--- src/hdl/alarm_hold_pkg.sv ---
package alarm_hold_pkg;

    localparam int VALUE_W = 24;
    localparam int OUT_W = 32;
    localparam int COUNT_W = 14;
    localparam int LEVEL_W = 4;
    localparam int LIGHT_W = 7;

    // Hold count at which the last value is kept forever.
    localparam logic [COUNT_W-1:0] HOLD_FOREVER = 14'h270F;
    localparam logic [LEVEL_W-1:0] LEVEL_MAX = 4'h9;

    // Output code for alarm, the value -FFFFFF in two's complement.
    localparam logic [OUT_W-1:0] ALARM_CODE = 32'hFF00_0001;
    localparam logic [OUT_W-1:0] OUT_RESET = 32'h0000_0000;

    // Specular correction: value times SPEC_NUM, shifted right SPEC_SHIFT.
    localparam logic [8:0] SPEC_NUM = 9'h0B5;
    localparam int SPEC_SHIFT = 8;

    // Light adjustment limits, 1 to 99.
    localparam logic [LIGHT_W-1:0] LIGHT_MIN = 7'h01;
    localparam logic [LIGHT_W-1:0] LIGHT_MAX = 7'h63;
    localparam logic [LIGHT_W-1:0] HI_RESET = 7'h63;
    localparam logic [LIGHT_W-1:0] LO_RESET = 7'h01;

    // Interference prevention group code of the third group.
    localparam logic [1:0] GROUP_THIRD = 2'h2;

    localparam logic [COUNT_W-1:0] COUNT_ZERO = 14'h0000;
    localparam logic [COUNT_W-1:0] COUNT_ONE = 14'h0001;

    typedef enum logic [2:0] {
        ST_NORMAL = 3'b001,
        ST_HOLD = 3'b010,
        ST_ALARM = 3'b100
    } hold_state_e;

    typedef enum logic [2:0] {
        CAL_IDLE = 3'b001,
        CAL_COLLECT = 3'b010,
        CAL_FAILED = 3'b100
    } cal_state_e;

    typedef struct packed {
        logic signed [VALUE_W-1:0] value;
        logic in_range;
        logic light_excess;
        logic light_short;
        logic [LEVEL_W-1:0] light_status;
        logic [LIGHT_W-1:0] light_level;
    } sample_s;

    typedef struct packed {
        logic assigned_to_output;
        logic interference_suppression_on;
        logic [1:0] interference_group;
        logic remote_input;
        logic laser_group_select;
        logic laser_group_one_input;
        logic laser_group_two_input;
    } cal_cond_s;

endpackage : alarm_hold_pkg

--- src/hdl/measurement_alarm_hold.sv ---
`timescale 1ns/1ps
module measurement_alarm_hold (
    input wire logic CLK,
    input wire logic RST,
    input wire logic SAMPLE_STROBE,
    input wire alarm_hold_pkg::sample_s SAMPLE,
    input wire logic [alarm_hold_pkg::COUNT_W-1:0] HOLD_COUNT,
    input wire logic [alarm_hold_pkg::COUNT_W-1:0] RECOVERY_COUNT,
    input wire logic [alarm_hold_pkg::LEVEL_W-1:0] THRESHOLD_LEVEL,
    input wire logic MOUNT_SPECULAR,
    input wire logic HEAD_TRANSPARENT_TYPE,
    input wire logic HEAD_STATUS_IN,
    input wire logic LASER_EMIT_IN,
    input wire logic ADJUST_WRITE,
    input wire logic ADJUST_AUTO,
    input wire logic [alarm_hold_pkg::LIGHT_W-1:0] ADJUST_HI,
    input wire logic [alarm_hold_pkg::LIGHT_W-1:0] ADJUST_LO,
    input wire logic CAL_START,
    input wire logic CAL_STOP,
    input wire alarm_hold_pkg::cal_cond_s CAL_COND,
    output logic [alarm_hold_pkg::OUT_W-1:0] OUT_VALUE,
    output logic OUT_STROBE,
    output logic OUT_NO_VALUE,
    output logic ALARM,
    output logic HOLDING,
    output logic HEAD_STATUS_OUT,
    output logic LASER_EMIT_OUT,
    output logic SPECULAR_ACTIVE,
    output logic AUTO_LIGHT_LEVEL_ADJUST,
    output logic [alarm_hold_pkg::LIGHT_W-1:0] LIMIT_HI,
    output logic [alarm_hold_pkg::LIGHT_W-1:0] LIMIT_LO,
    output logic [alarm_hold_pkg::LIGHT_W-1:0] LIGHT_LEVEL_CMD,
    output logic CAL_BUSY,
    output logic CAL_DONE,
    output logic CAL_FAIL
);

    alarm_hold_pkg::hold_state_e state_reg;
    alarm_hold_pkg::hold_state_e state_next;
    alarm_hold_pkg::cal_state_e cal_reg;
    logic [alarm_hold_pkg::COUNT_W-1:0] hold_cnt_reg;
    logic [alarm_hold_pkg::COUNT_W-1:0] hold_cnt_next;
    logic [alarm_hold_pkg::COUNT_W-1:0] rec_cnt_reg;
    logic [alarm_hold_pkg::COUNT_W-1:0] rec_cnt_next;
    logic have_value_reg;
    logic [alarm_hold_pkg::OUT_W-1:0] value_reg;
    logic [alarm_hold_pkg::OUT_W-1:0] value_next;
    logic strobe_reg;
    logic no_value_reg;
    logic no_value_next;
    logic sample_valid;
    logic specular;
    logic signed [alarm_hold_pkg::OUT_W+9:0] product;
    logic [alarm_hold_pkg::OUT_W-1:0] corrected;
    logic auto_reg;
    logic [alarm_hold_pkg::LIGHT_W-1:0] hi_reg;
    logic [alarm_hold_pkg::LIGHT_W-1:0] lo_reg;
    logic [alarm_hold_pkg::LIGHT_W-1:0] max_reg;
    logic [alarm_hold_pkg::LIGHT_W-1:0] min_reg;
    logic seen_reg;
    logic [alarm_hold_pkg::LIGHT_W-1:0] cmd_reg;
    logic [alarm_hold_pkg::LIGHT_W-1:0] req_level;
    logic cal_done_reg;
    logic cal_blocked;
    logic group_input;

    // A higher threshold rejects more peaks, so level 0 never rejects.
    assign sample_valid = SAMPLE.in_range && !SAMPLE.light_excess
        && !SAMPLE.light_short
        && (SAMPLE.light_status >= THRESHOLD_LEVEL);

    assign specular = MOUNT_SPECULAR || HEAD_TRANSPARENT_TYPE;

    // The product is wide enough that no bits are lost before the shift.
    assign product = (alarm_hold_pkg::OUT_W + 10)'($signed(SAMPLE.value))
        * (alarm_hold_pkg::OUT_W + 10)'($signed({1'b0,
        alarm_hold_pkg::SPEC_NUM}));
    always_comb begin
        if (specular) begin
            corrected = alarm_hold_pkg::OUT_W'(
                product >>> alarm_hold_pkg::SPEC_SHIFT);
        end else begin
            corrected = alarm_hold_pkg::OUT_W'(SAMPLE.value);
        end
    end

    always_comb begin
        state_next = state_reg;
        hold_cnt_next = hold_cnt_reg;
        rec_cnt_next = rec_cnt_reg;
        value_next = value_reg;
        no_value_next = no_value_reg;
        if (SAMPLE_STROBE) begin
            case (state_reg)
                alarm_hold_pkg::ST_NORMAL: begin
                    if (sample_valid) begin
                        value_next = corrected;
                        no_value_next = 1'b0;
                    end else if (HOLD_COUNT == alarm_hold_pkg::COUNT_ZERO)
                    begin
                        state_next = alarm_hold_pkg::ST_ALARM;
                        rec_cnt_next = alarm_hold_pkg::COUNT_ZERO;
                        value_next = alarm_hold_pkg::ALARM_CODE;
                        no_value_next = 1'b0;
                    end else begin
                        state_next = alarm_hold_pkg::ST_HOLD;
                        hold_cnt_next = alarm_hold_pkg::COUNT_ONE;
                        no_value_next = !have_value_reg;
                    end
                end
                alarm_hold_pkg::ST_HOLD: begin
                    if (sample_valid) begin
                        state_next = alarm_hold_pkg::ST_NORMAL;
                        value_next = corrected;
                        no_value_next = 1'b0;
                    end else if (HOLD_COUNT == alarm_hold_pkg::HOLD_FOREVER)
                    begin
                        state_next = alarm_hold_pkg::ST_HOLD;
                    end else if (hold_cnt_reg >= HOLD_COUNT) begin
                        state_next = alarm_hold_pkg::ST_ALARM;
                        rec_cnt_next = alarm_hold_pkg::COUNT_ZERO;
                        value_next = alarm_hold_pkg::ALARM_CODE;
                        no_value_next = 1'b0;
                    end else begin
                        hold_cnt_next = hold_cnt_reg
                            + alarm_hold_pkg::COUNT_ONE;
                    end
                end
                alarm_hold_pkg::ST_ALARM: begin
                    if (!sample_valid) begin
                        rec_cnt_next = alarm_hold_pkg::COUNT_ZERO;
                    end else if (rec_cnt_reg + alarm_hold_pkg::COUNT_ONE
                        >= RECOVERY_COUNT) begin
                        state_next = alarm_hold_pkg::ST_NORMAL;
                        rec_cnt_next = alarm_hold_pkg::COUNT_ZERO;
                        value_next = corrected;
                    end else begin
                        rec_cnt_next = rec_cnt_reg
                            + alarm_hold_pkg::COUNT_ONE;
                    end
                end
                default: begin
                    state_next = alarm_hold_pkg::ST_NORMAL;
                end
            endcase
        end
    end

    always_ff @(posedge CLK or posedge RST) begin
        if (RST) begin
            state_reg <= alarm_hold_pkg::ST_NORMAL;
            hold_cnt_reg <= alarm_hold_pkg::COUNT_ZERO;
            rec_cnt_reg <= alarm_hold_pkg::COUNT_ZERO;
        end else begin
            state_reg <= state_next;
            hold_cnt_reg <= hold_cnt_next;
            rec_cnt_reg <= rec_cnt_next;
        end
    end

    always_ff @(posedge CLK or posedge RST) begin
        if (RST) begin
            value_reg <= alarm_hold_pkg::OUT_RESET;
            no_value_reg <= 1'b1;
            have_value_reg <= 1'b0;
            strobe_reg <= 1'b0;
        end else begin
            value_reg <= value_next;
            no_value_reg <= no_value_next;
            strobe_reg <= SAMPLE_STROBE;
            if (SAMPLE_STROBE && sample_valid) begin
                have_value_reg <= 1'b1;
            end
        end
    end

    // Indicators follow the head one clock later and are never held.
    always_ff @(posedge CLK or posedge RST) begin
        if (RST) begin
            HEAD_STATUS_OUT <= 1'b0;
            LASER_EMIT_OUT <= 1'b0;
            SPECULAR_ACTIVE <= 1'b0;
        end else begin
            HEAD_STATUS_OUT <= HEAD_STATUS_IN;
            LASER_EMIT_OUT <= LASER_EMIT_IN;
            SPECULAR_ACTIVE <= specular;
        end
    end

    assign OUT_VALUE = value_reg;
    assign OUT_STROBE = strobe_reg;
    assign OUT_NO_VALUE = no_value_reg;
    assign ALARM = (state_reg == alarm_hold_pkg::ST_ALARM);
    assign HOLDING = (state_reg == alarm_hold_pkg::ST_HOLD);

    // Calibration checks the head's routing and inputs at start and while collecting.
    assign group_input = CAL_COND.laser_group_select
        ? CAL_COND.laser_group_two_input : CAL_COND.laser_group_one_input;
    assign cal_blocked = !CAL_COND.assigned_to_output
        || (CAL_COND.interference_suppression_on
        && CAL_COND.interference_group
        == alarm_hold_pkg::GROUP_THIRD)
        || !CAL_COND.remote_input || !group_input;

    always_ff @(posedge CLK or posedge RST) begin
        if (RST) begin
            cal_reg <= alarm_hold_pkg::CAL_IDLE;
            cal_done_reg <= 1'b0;
        end else begin
            case (cal_reg)
                alarm_hold_pkg::CAL_IDLE: begin
                    if (CAL_START) begin
                        cal_done_reg <= 1'b0;
                        if (cal_blocked) begin
                            cal_reg <= alarm_hold_pkg::CAL_FAILED;
                        end else begin
                            cal_reg <= alarm_hold_pkg::CAL_COLLECT;
                        end
                    end
                end
                alarm_hold_pkg::CAL_COLLECT: begin
                    if (cal_blocked) begin
                        cal_reg <= alarm_hold_pkg::CAL_FAILED;
                    end else if (CAL_STOP) begin
                        cal_reg <= alarm_hold_pkg::CAL_IDLE;
                        cal_done_reg <= 1'b1;
                    end
                end
                alarm_hold_pkg::CAL_FAILED: begin
                    if (CAL_START && !cal_blocked) begin
                        cal_reg <= alarm_hold_pkg::CAL_COLLECT;
                    end
                end
                default: begin
                    cal_reg <= alarm_hold_pkg::CAL_IDLE;
                end
            endcase
        end
    end

    // Light levels seen while collecting; samples outside 1 to 99 clamp.
    always_comb begin
        if (SAMPLE.light_level < alarm_hold_pkg::LIGHT_MIN) begin
            req_level = alarm_hold_pkg::LIGHT_MIN;
        end else if (SAMPLE.light_level > alarm_hold_pkg::LIGHT_MAX) begin
            req_level = alarm_hold_pkg::LIGHT_MAX;
        end else begin
            req_level = SAMPLE.light_level;
        end
    end

    always_ff @(posedge CLK or posedge RST) begin
        if (RST) begin
            max_reg <= alarm_hold_pkg::LIGHT_MIN;
            min_reg <= alarm_hold_pkg::LIGHT_MAX;
            seen_reg <= 1'b0;
        end else if (cal_reg != alarm_hold_pkg::CAL_COLLECT) begin
            max_reg <= alarm_hold_pkg::LIGHT_MIN;
            min_reg <= alarm_hold_pkg::LIGHT_MAX;
            seen_reg <= 1'b0;
        end else if (SAMPLE_STROBE) begin
            seen_reg <= 1'b1;
            if (req_level > max_reg) begin
                max_reg <= req_level;
            end
            if (req_level < min_reg) begin
                min_reg <= req_level;
            end
        end
    end

    // Mode and limits: host writes, overridden by a finished calibration.
    always_ff @(posedge CLK or posedge RST) begin
        if (RST) begin
            auto_reg <= 1'b1;
            hi_reg <= alarm_hold_pkg::HI_RESET;
            lo_reg <= alarm_hold_pkg::LO_RESET;
        end else if (cal_reg == alarm_hold_pkg::CAL_COLLECT && CAL_STOP
            && !cal_blocked) begin
            auto_reg <= 1'b0;
            if (seen_reg) begin
                hi_reg <= max_reg;
                lo_reg <= min_reg;
            end
        end else if (ADJUST_WRITE) begin
            auto_reg <= ADJUST_AUTO;
            hi_reg <= (ADJUST_HI > alarm_hold_pkg::LIGHT_MAX)
                ? alarm_hold_pkg::LIGHT_MAX : ((ADJUST_HI
                < alarm_hold_pkg::LIGHT_MIN) ? alarm_hold_pkg::LIGHT_MIN
                : ADJUST_HI);
            lo_reg <= (ADJUST_LO > alarm_hold_pkg::LIGHT_MAX)
                ? alarm_hold_pkg::LIGHT_MAX : ((ADJUST_LO
                < alarm_hold_pkg::LIGHT_MIN) ? alarm_hold_pkg::LIGHT_MIN
                : ADJUST_LO);
        end
    end

    // The light level command stays inside the limits in manual mode.
    always_ff @(posedge CLK or posedge RST) begin
        if (RST) begin
            cmd_reg <= alarm_hold_pkg::LIGHT_MIN;
        end else if (auto_reg) begin
            cmd_reg <= req_level;
        end else if (req_level > hi_reg) begin
            cmd_reg <= hi_reg;
        end else if (req_level < lo_reg) begin
            cmd_reg <= lo_reg;
        end else begin
            cmd_reg <= req_level;
        end
    end

    assign AUTO_LIGHT_LEVEL_ADJUST = auto_reg;
    assign LIMIT_HI = hi_reg;
    assign LIMIT_LO = lo_reg;
    assign LIGHT_LEVEL_CMD = cmd_reg;
    assign CAL_BUSY = (cal_reg == alarm_hold_pkg::CAL_COLLECT);
    assign CAL_FAIL = (cal_reg == alarm_hold_pkg::CAL_FAILED);
    assign CAL_DONE = cal_done_reg;

endmodule : measurement_alarm_hold

--- config.mk ---
export PLATFORM = sky130hd
export DESIGN_NAME = measurement_alarm_hold
export DESIGN_NICKNAME = d
export VERILOG_FILES = /design/src/hdl/alarm_hold_pkg.sv /design/src/hdl/measurement_alarm_hold.sv
export SDC_FILE = /design/constraint.sdc
export NUM_CORES = 1
export LEC_CHECK = 0
export ABC_AREA = 1
export BUFFER_PORTS_ARGS = -buffer_cell sky130_fd_sc_hd__clkbuf_2
export CORE_MARGIN = 4
export CORE_UTILIZATION = 60
export CTS_CLUSTER_DIAMETER = 80
export DETAILED_ROUTE_END_ITERATION = 10
export GPL_TIMING_DRIVEN = 1
export PLACE_DENSITY_LB_ADDON = 0.1
export SLEW_MARGIN = 20
export SYNTH_ARGS = -nofsm -noshare
export SYNTH_HDL_FRONTEND = slang
export SYNTH_SLANG_ARGS = --single-unit
--- constraint.sdc ---
create_clock -name CLK -period 7.7 [get_ports CLK]
set_clock_uncertainty 0.15 [all_clocks]
set_input_delay 1.54 -clock CLK [delete_from_list [all_inputs] [get_ports CLK]]
set_output_delay 1.54 -clock CLK [all_outputs]
set_load 0.01 [all_outputs]
# Word-level counts from Yosys, hierarchy flattened

Index checks and enable logic that the tools add are counted.

$add $sub $neg: 2
Multiply operators: 1
Order comparisons: 13
Equality and inequality tests: 28
Muxes and demuxes: 73
Reductions and logical operators: 37

Operators by type and width:

| cell                                                  | count |
|---|---|
| 2-to-1 mux 32 bit                                     | 8 |
| 2-to-1 mux 14 bit                                     | 12 |
| 2-to-1 mux 7 bit                                      | 21 |
| one-hot mux 32 bit (3 select lines)                   | 1 |
| one-hot mux 14 bit (3 select lines)                   | 1 |
| 2-to-1 mux 3 bit                                      | 12 |
| multiplier 24 x 9 -> 33 bit, second input constant    | 1 |
| adder 14 x 1 -> 14 bit, second input constant         | 2 |
| >= comparator 14 bit                                  | 2 |
| one-hot mux 14 bit (2 select lines)                   | 1 |
| > comparator 7 bit, second input constant             | 3 |
| < comparator 7 x 1 -> 1 bit, second input constant    | 3 |
| AND reduction 7 bit                                   | 3 |
| inequality test 2 bit, second input constant          | 10 |
| one-hot mux 3 bit (3 select lines)                    | 2 |
| equality test 14 bit, second input constant           | 1 |
| > comparator 7 bit                                    | 2 |
| zero test 14 bit                                      | 1 |
| < comparator 7 bit                                    | 2 |
| 2-to-1 mux 1 bit                                      | 13 |
| nonzero test 2 bit                                    | 6 |
| logical AND 1 bit                                     | 8 |
| inequality test 2 x 1 -> 1 bit, second input constant | 4 |
| AND reduction 4 bit                                   | 2 |
| 16 further kinds                                      | 33 |

Register bits after elaboration: 110
Output and inout port bits: 64

# Depth between registers and ports, before layout

Gate-level depths: netlist (run 1).

Word-level depth: 9
Gate-level depth with buffers: 21
Gate-level depth less buffers: 21

# Worst setup path after synthesis (run 1)

Ideal clock, no wire load.

Path kind: in2reg
Start point: input port SAMPLE[36] in the netlist's numbering
End point: register value_reg (netlist bit OUT_VALUE[19])
Library setup time: 0.117 ns
Arrival time: 4.730 ns
Data required time: 7.433 ns
Slack: 2.703 ns
Stages: 18
Cell sequence: inv_1 > ha_1 > fa_1 > inv_1 > fa_1 > inv_1 > fa_1 > inv_1 > ha_1 > a21oi_1 > o21ai_0 > o21bai_1 > a21oi_1 > nand2_1 > nand2_1 > nand3_1 > nand3_1 > nand2_1

Longest elaborated chain between the ends: 5

RTL lines:

| what                                  | RTL line                      | RTL |
|---|---|---|
| start, declared                       | measurement_alarm_hold.sv:6   | `input wire alarm_hold_pkg::sample_s SAMPLE,` |
| multiplier 24 x 9 -> 33 bit *         | measurement_alarm_hold.sv:76  | `* (alarm_hold_pkg::OUT_W + 10)'($signed({1'b0,` |
| 2-to-1 mux 32 bit *                   | measurement_alarm_hold.sv:79  | `if (specular) begin` |
| 2-to-1 mux 32 bit                     | measurement_alarm_hold.sv:132 | `end else if (rec_cnt_reg + alarm_hold_pkg::COUNT_ONE` |
| 2-to-1 mux 32 bit                     | measurement_alarm_hold.sv:130 | `if (!sample_valid) begin` |
| one-hot mux 32 bit (3 select lines) * | measurement_alarm_hold.sv:94  | `case (state_reg)` |
| end signal, assigned                  | measurement_alarm_hold.sv:163 | `value_reg <= alarm_hold_pkg::OUT_RESET;` |
| end signal, assigned                  | measurement_alarm_hold.sv:168 | `value_reg <= value_next;` |
| end, declared                         | measurement_alarm_hold.sv:46  | `logic [alarm_hold_pkg::OUT_W-1:0] value_reg;` |

Mark *: on every way between the ends. The rest lies on a longest branch, timed or not. The select of a mux whose other input is x is not followed.
A chain may end at the register's enable or synchronous reset.

# Worst setup path in the final report (run 1)

Start point: input port SAMPLE[21] in the netlist's numbering
End point: register value_reg (netlist bit OUT_VALUE[10])

The elaborated chain is that of the path after synthesis.

==> metrics, run 1 <==
leak pwr=7.44 nW; antenna violations before repair=0; post-synthesis mux area share=0.0953%; post-CTS setup buffers=0; CP Max Fanout=6; Critical Path End Type=flop; Die Footprint=0.0220 mm^2; min Tclk post-route=5410 ps; Post-Synth XOR/XNOR Area=1.56%; Setup WS pre-CTS=2000 ps; worst r2r src=rec_cnt_reg[0]; yosys warns=0; register bit total from synthesis=103; period utilisation layout=70.2%; DR iter-0 viols=897; syn_area_per_cell=7.09 um^2; Detailed Routing Iterations Pass 1=6; largest family of logic cells by synthesized area=adder cells; Port Buf Inserts=166; Layout Cells excl Fill=2084; Vias/cell=5.34; Flop pwr share=21.6%; total gr overflow=0; CP Capture Point=OUT_VALUE[10]; CTS Buf Count=9; number of I/O pins=167; share of cells above drive strength 1=12.6%; peak supply drop=194 uV; cts repair resizes=0; top post-synthesis cells by area=dfrtp_1, ha_1, nand2_1; RR Endpoint=OUT_VALUE[3]; fmax=0.185 GHz; Max Slew Vio Count=0; Logic pwr share=64.2%; Clock H-tree levels=3; Placed Area=0.0128 mm^2; Die X=148 um; Compound-Gate Fraction of Synth Area=9.47%; final setup margin=2290 ps; num rows=51; Synth Net Count=1995; Reg2Reg Setup Slack=3930 ps; post-synth top area cell=dfrtp_1; GPL Wtd Cong=1.02; Clock Pin Slew Worst Setup and Hold Paths=70 ps; DR vias=11100; Die Y=148 um; clock power share=14.2%; vias in the first global route=11100; filler cell count=1777; internal power=0.00172 W; Post-Synthesis Cells=1667; status=finished, final reports clean; area of the core=0.0194 mm^2; final wirelength=30300 um; startpoint of the worst hold path=have_value_reg; Sw Ratio=50.9%; register area share after synthesis=22.0%; Residual DRC=0; n_diodes=0; CP startpoint kind=primary input; final setup TNS=0 ps; Synth Cell Area=0.0118 mm^2; Area growth syn-to-layout=11.3%; Clock Sinks=103; Slew HR=39.6%; max reg flops=25; final setup vio count=0; Unique masters post-synth=47; Root Driver=clkbuf_16; drt wl/cell=14.5 um; CTS Buffer Depth=2; Net Switching=0.00179 W; crit path from=SAMPLE[21]; worst hold path class=flop to flop; Initial Util=60.9%; number of enable flip-flop cells after synthesis=0; Synth async-reset ratio=100%; Nets=2142; GRT Total Usage=28.3%; post-DP HPWL=24800 um; area share of the largest cell type after synthesis=18.6%; maximum number of pins on one net before global-route repair=82; Worst Tran Pin Value=901 ps; cell area after layout=0.0131 mm^2; CTS Hold Buffers Added=0; final hold violation count=0; first-pass GRT wire length=51600 um; top_reg_cell synth=dfrtp_1; Placed Instances=2068; Post-Synth Adder-Cell Area=28.0%; CTS tree=yes; antenna viol nets, final=0; required time worst endpoint=7760 ps; Worst-Skew Late Latency=360 ps; Pwr Density=267 mW/mm^2; unrepaired setup endpoints after global routing=no; cell count of the worst reg-to-reg path=17; kind of critical path=primary input to flop; MaxCap Viol Count=0; Simple-Gate Fraction of Synth Area=25.5%; Worst Path Arrival=5470 ps
-- placed cells by master, fill, tap and decap left out, types with 10 or more instances in the layout --
cell,count
o21ai_1,24
nand3_1,119
nor3_1,31
nand4_1,18
xor2_1,14
inv_1,363
a21oi_1,59
clkbuf_2,166
o21ai_0,89
dfstp_2,15
ha_1,160
nor2_1,131
fa_1,65
o211ai_1,12
nand2_1,374
dfrtp_1,88
clkbuf_16,10
-- through the flow --
stage               util [%]  total power [W]  hold WS [ps]
floorplan                  -          0.00240           291
global placement        66.1          0.00294           301
detailed placement      66.1          0.00298           315
CTS                     67.7          0.00350           330
global route            67.8          0.00389           345
finish                  67.8          0.00351           327
-- cells in the mapped netlist, types with 4 or more instances --
cell type  number
nand4_1        18
nor3_1         31
dfrtp_1        88
o21ai_1        24
xnor2_1         7
nor2_1        132
o21bai_1        7
inv_2           8
xor2_1         14
clkbuf_1       11
a31oi_1         4
nand2_2         5
a21oi_1        59
fa_1           65
nand3_1       119
buf_4          10
nor3_2          4
o211ai_1       12
nor3b_1         4
inv_1         364
nand2_1       374
nand3b_1        4
dfstp_2        15
buf_2           8
o21ai_0        89
ha_1          160
-- power by group through the flow --
stage | Clock, W | Combinational (W) | Sequential, W
after global placement | 0 | 0.00218 | 0.000764
final | 0.000498 | 0.00225 | 0.000759
after detailed placement | 0 | 0.00222 | 0.000766
after global routing | 0.000526 | 0.00259 | 0.000772
after floorplan | 0 | 0.00162 | 0.000780
after CTS | 0.000505 | 0.00223 | 0.000758
-- how the worst min path moves through the flow --
stage,end,depth (start not counted)
2_1_floorplan,have_value_reg,1
3_3_place_gp,have_value_reg,1
3_5_place_dp,have_value_reg,1
4_1_cts,have_value_reg,1
5_1_grt,have_value_reg,1
6_report,have_value_reg,1
-- worst max-delay path, stage by stage --
cell and delay, ps:
clkbuf_2 170, ha_1 320, inv_1 50, fa_1 500
inv_1 50, fa_1 490, inv_1 60, fa_1 530
inv_1 50, ha_1 350, nand2_1 110, nor2_1 190
nand2_1 80, nand2_1 180, nand2_1 140, nand3_1 90
o21ai_0 70, o21ai_0 370, o21ai_0 140
-- final cells by class --
cell class	count	area, um^2	area share (%)
multi-input cells	1157	7630	58.0
flip-flops and latches	103	2600	19.8
inverters	374	1410	10.7
repair buffers	169	857	6.52
well taps	265	332	2.52
clock buffers	11	264	2.01
clock inverters	5	60.1	0.457
-- metal layers --
layer  wire [um]  share of wire (%)  vias up  GRT usage [%]
li1            -                  -     5536              -
met1       13500                 44     5130           39.2
met2       14100                 47      409           47.2
met3        2240                7.4       52           4.72
met4         495                1.6        0           6.37
met5           0                  0        -              0
-- logic make-up (layout without fill, tap and decap cells) --
family | after synthesis | in the layout
xor gates and xnor gates | 21 | 21
DFF | 103 | 103
and+or+nand+nor | 705 | 705
buffers and inverters | 407 | 559
muxes | 1 | 1
adders and majority gates | 225 | 225
AOI/OAI and AO/OA | 205 | 205
No activity file was read; power rests on OpenSTA's default activity.
==> run 2: changes to the inputs <==
- ABC_AREA: 1 -> 0
- CORE_UTILIZATION: 60 -> 59
- clock period: 7.7 -> 4.98 ns (I/O delays scaled with it)
==> run 2 against run 1 <==
Effect of this change: utilization is 4.7 points higher; non-clock buffer count up 95; clock-buffer cell count shrank 1; critical path depth is 1 higher; global-route usage shrank 2.6 points; first-iteration DRC count down 45%; sequential share of layout area increased by 0.12 points; synthesized cell count decreased by 25%; worst hold slack worse by 11 ps; die area decreased by 6.5%; largest power group unchanged; highest routed layer unchanged.
==> metrics, run 2 <==
Initial Util=60.1%; DR vias=9520; CTS Buf Count=9; maximum number of pins on one net before global-route repair=74; top_reg_cell synth=dfrtp_1; CP Max Fanout=6; GPL Wtd Cong=0.894; Worst Path Arrival=4940 ps; DR iter-0 viols=492; CP startpoint kind=primary input; GRT Total Usage=25.8%; antenna viol nets, final=0; Critical Path End Type=flop; MaxCap Viol Count=0; Slew HR=38.5%; CTS tree=yes; n_diodes=0; yosys warns=0; Synth Net Count=1578; CTS Buffer Depth=2; commonest cells in the netlist=inv_1, ha_1, dfrtp_1; commonest non-fill, non-tap cell in the layout=inv_1; register area=0.00260 mm^2; drt wl/cell=15.4 um; first-pass GRT wire length=43500 um; Nets=1816; most frequent cells in the layout=inv_1, clkbuf_2, ha_1; Post-Synthesis Cells=1250; number of enable flip-flop cells after synthesis=0; peak supply drop=226 uV; top-count cell post-synth=inv_1; area share of the largest cell type after synthesis=20.3%; num rows=49; worst hold path class=flop to flop; filler cell count=1409; register area share after synthesis=24.0%; Synth async-reset ratio=100%; final setup TNS=0 ps; syn_area_per_cell=8.66 um^2; share of cells above drive strength 1=23.4%; Clock Sinks=103; multi-input logic area=0.00731 mm^2; leak pwr=6.90 nW; status=finished, final reports clean; Worst Tran Pin Value=923 ps; Residual DRC=0; Die X=143 um; register bit total from synthesis=103; worst r2r src=rec_cnt_reg[0]; Clock H-tree levels=3; Die Footprint=0.0206 mm^2; Port Buf Inserts=166; Detailed Routing Iterations Pass 1=5; final wirelength=26600 um; total gr overflow=0; top post-synthesis cells by area=dfrtp_1, ha_1, fa_1; Max Slew Vio Count=0; Unique masters post-synth=70; startpoint of the worst hold path=have_value_reg; kind of critical path=primary input to flop; WHS=316 ps; Vias/cell=5.53; required time worst endpoint=5070 ps; Synth Cell Area=0.0108 mm^2; min Tclk post-route=4850 ps; Pwr Density=407 mW/mm^2; antenna violations before repair=0; final setup vio count=0; Clock Pin Slew Worst Setup and Hold Paths=70 ps; post-synth top area cell=dfrtp_1; unrepaired setup endpoints after global routing=yes; post-DP HPWL=21800 um; crit path from=SAMPLE[29]; max reg flops=25; period utilisation layout=97.3%; Root Driver=clkbuf_16; number of I/O pins=167; Area growth syn-to-layout=20.7%; area of the core=0.0180 mm^2; final hold violation count=0; Worst-Skew Late Latency=350 ps; Die Y=143 um; Power Total=0.00532 W; vias in the first global route=9402; fmax=0.206 GHz
run 2: where the power goes:
| group | switching (W) | internal [W] |
|---|---|---|
| Clock | 0.000324 | 0.000445 |
| Sequential | 0.000130 | 0.000984 |
| Combinational | 0.00182 | 0.00161 |
run 2: worst paths after layout:
| check | cells past startpoint | slack [ps] | end |
|---|---|---|---|
| setup / recovery | 20 | 130 | OUT_VALUE[13] |
| hold / removal | 1 | 320 | have_value_reg |
| setup reg to reg | 16 | 560 | OUT_VALUE[16] |
| hold reg to reg | 1 | 320 | have_value_reg |
| max in group asynchronous | 3 | 2970 | OUT_NO_VALUE |
| min in group asynchronous | 2 | 680 | LIGHT_LEVEL_CMD[5] |
run 2: cell families after synthesis:
kind of cell    after synthesis  synth area share, %
xor+xnor                     38                 3.07
flops                       103                 24.0
compound gates              268                 16.8
simple gates                304                 13.6
buf+inv                     296                 10.5
mux                          16                 1.54
fa+ha+maj                   225                 30.5
run 2: per-layer routing:
layer,share of wire (%),track usage (%),up-vias
li1,-,-,4691
met1,43,33.7,4551
met2,50,46.3,243
met3,4.8,1.96,35
met4,2.0,6.74,0
met5,0,0,-
run 2: final cells by class:
| type | count | area share (%) |
|---|---|---|
| repair buffers | 264 | 12.1 |
| clock inverters | 6 | 0.718 |
| clock buffers | 10 | 1.75 |
| flip-flops and latches | 103 | 19.9 |
| inverters | 259 | 7.46 |
| multi-input cells | 851 | 55.9 |
| well taps | 229 | 2.19 |
run 2: timing repair:
| item | in CTS | in global routing |
|---|---|---|
| buffers inserted | 0 | 4 |
| pin swaps | 0 | 23 |
| endpoints found under the setup margin | 2 | 18 |
| hold buffers | 0 | 0 |
| resized for setup | 0 | 47 |
run 2: stage by stage:
step	instance area, um^2	worst slack, ps	util, %	instances
2_1_floorplan	10800	-39.5	-	1250
3_3_place_gp	12500	-315	69.4	1702
3_5_place_dp	12500	-434	69.4	1702
4_1_cts	12800	-28.6	71.1	1718
5_1_grt	13100	-54.4	72.5	1722
6_report	13100	133	72.5	1722
run 2: worst max-delay path, stage by stage:
cell	delay [ps]
clkbuf_2	130
ha_1	290
inv_1	50
fa_1	500
inv_1	50
fa_1	470
inv_1	50
fa_1	520
inv_1	40
ha_1	320
buf_4	150
a21oi_1	140
o21ai_1	130
a32oi_2	220
o21ai_4	140
o21ai_1	140
buf_4	160
xnor2_1	130
nor2_1	60
o31ai_1	240
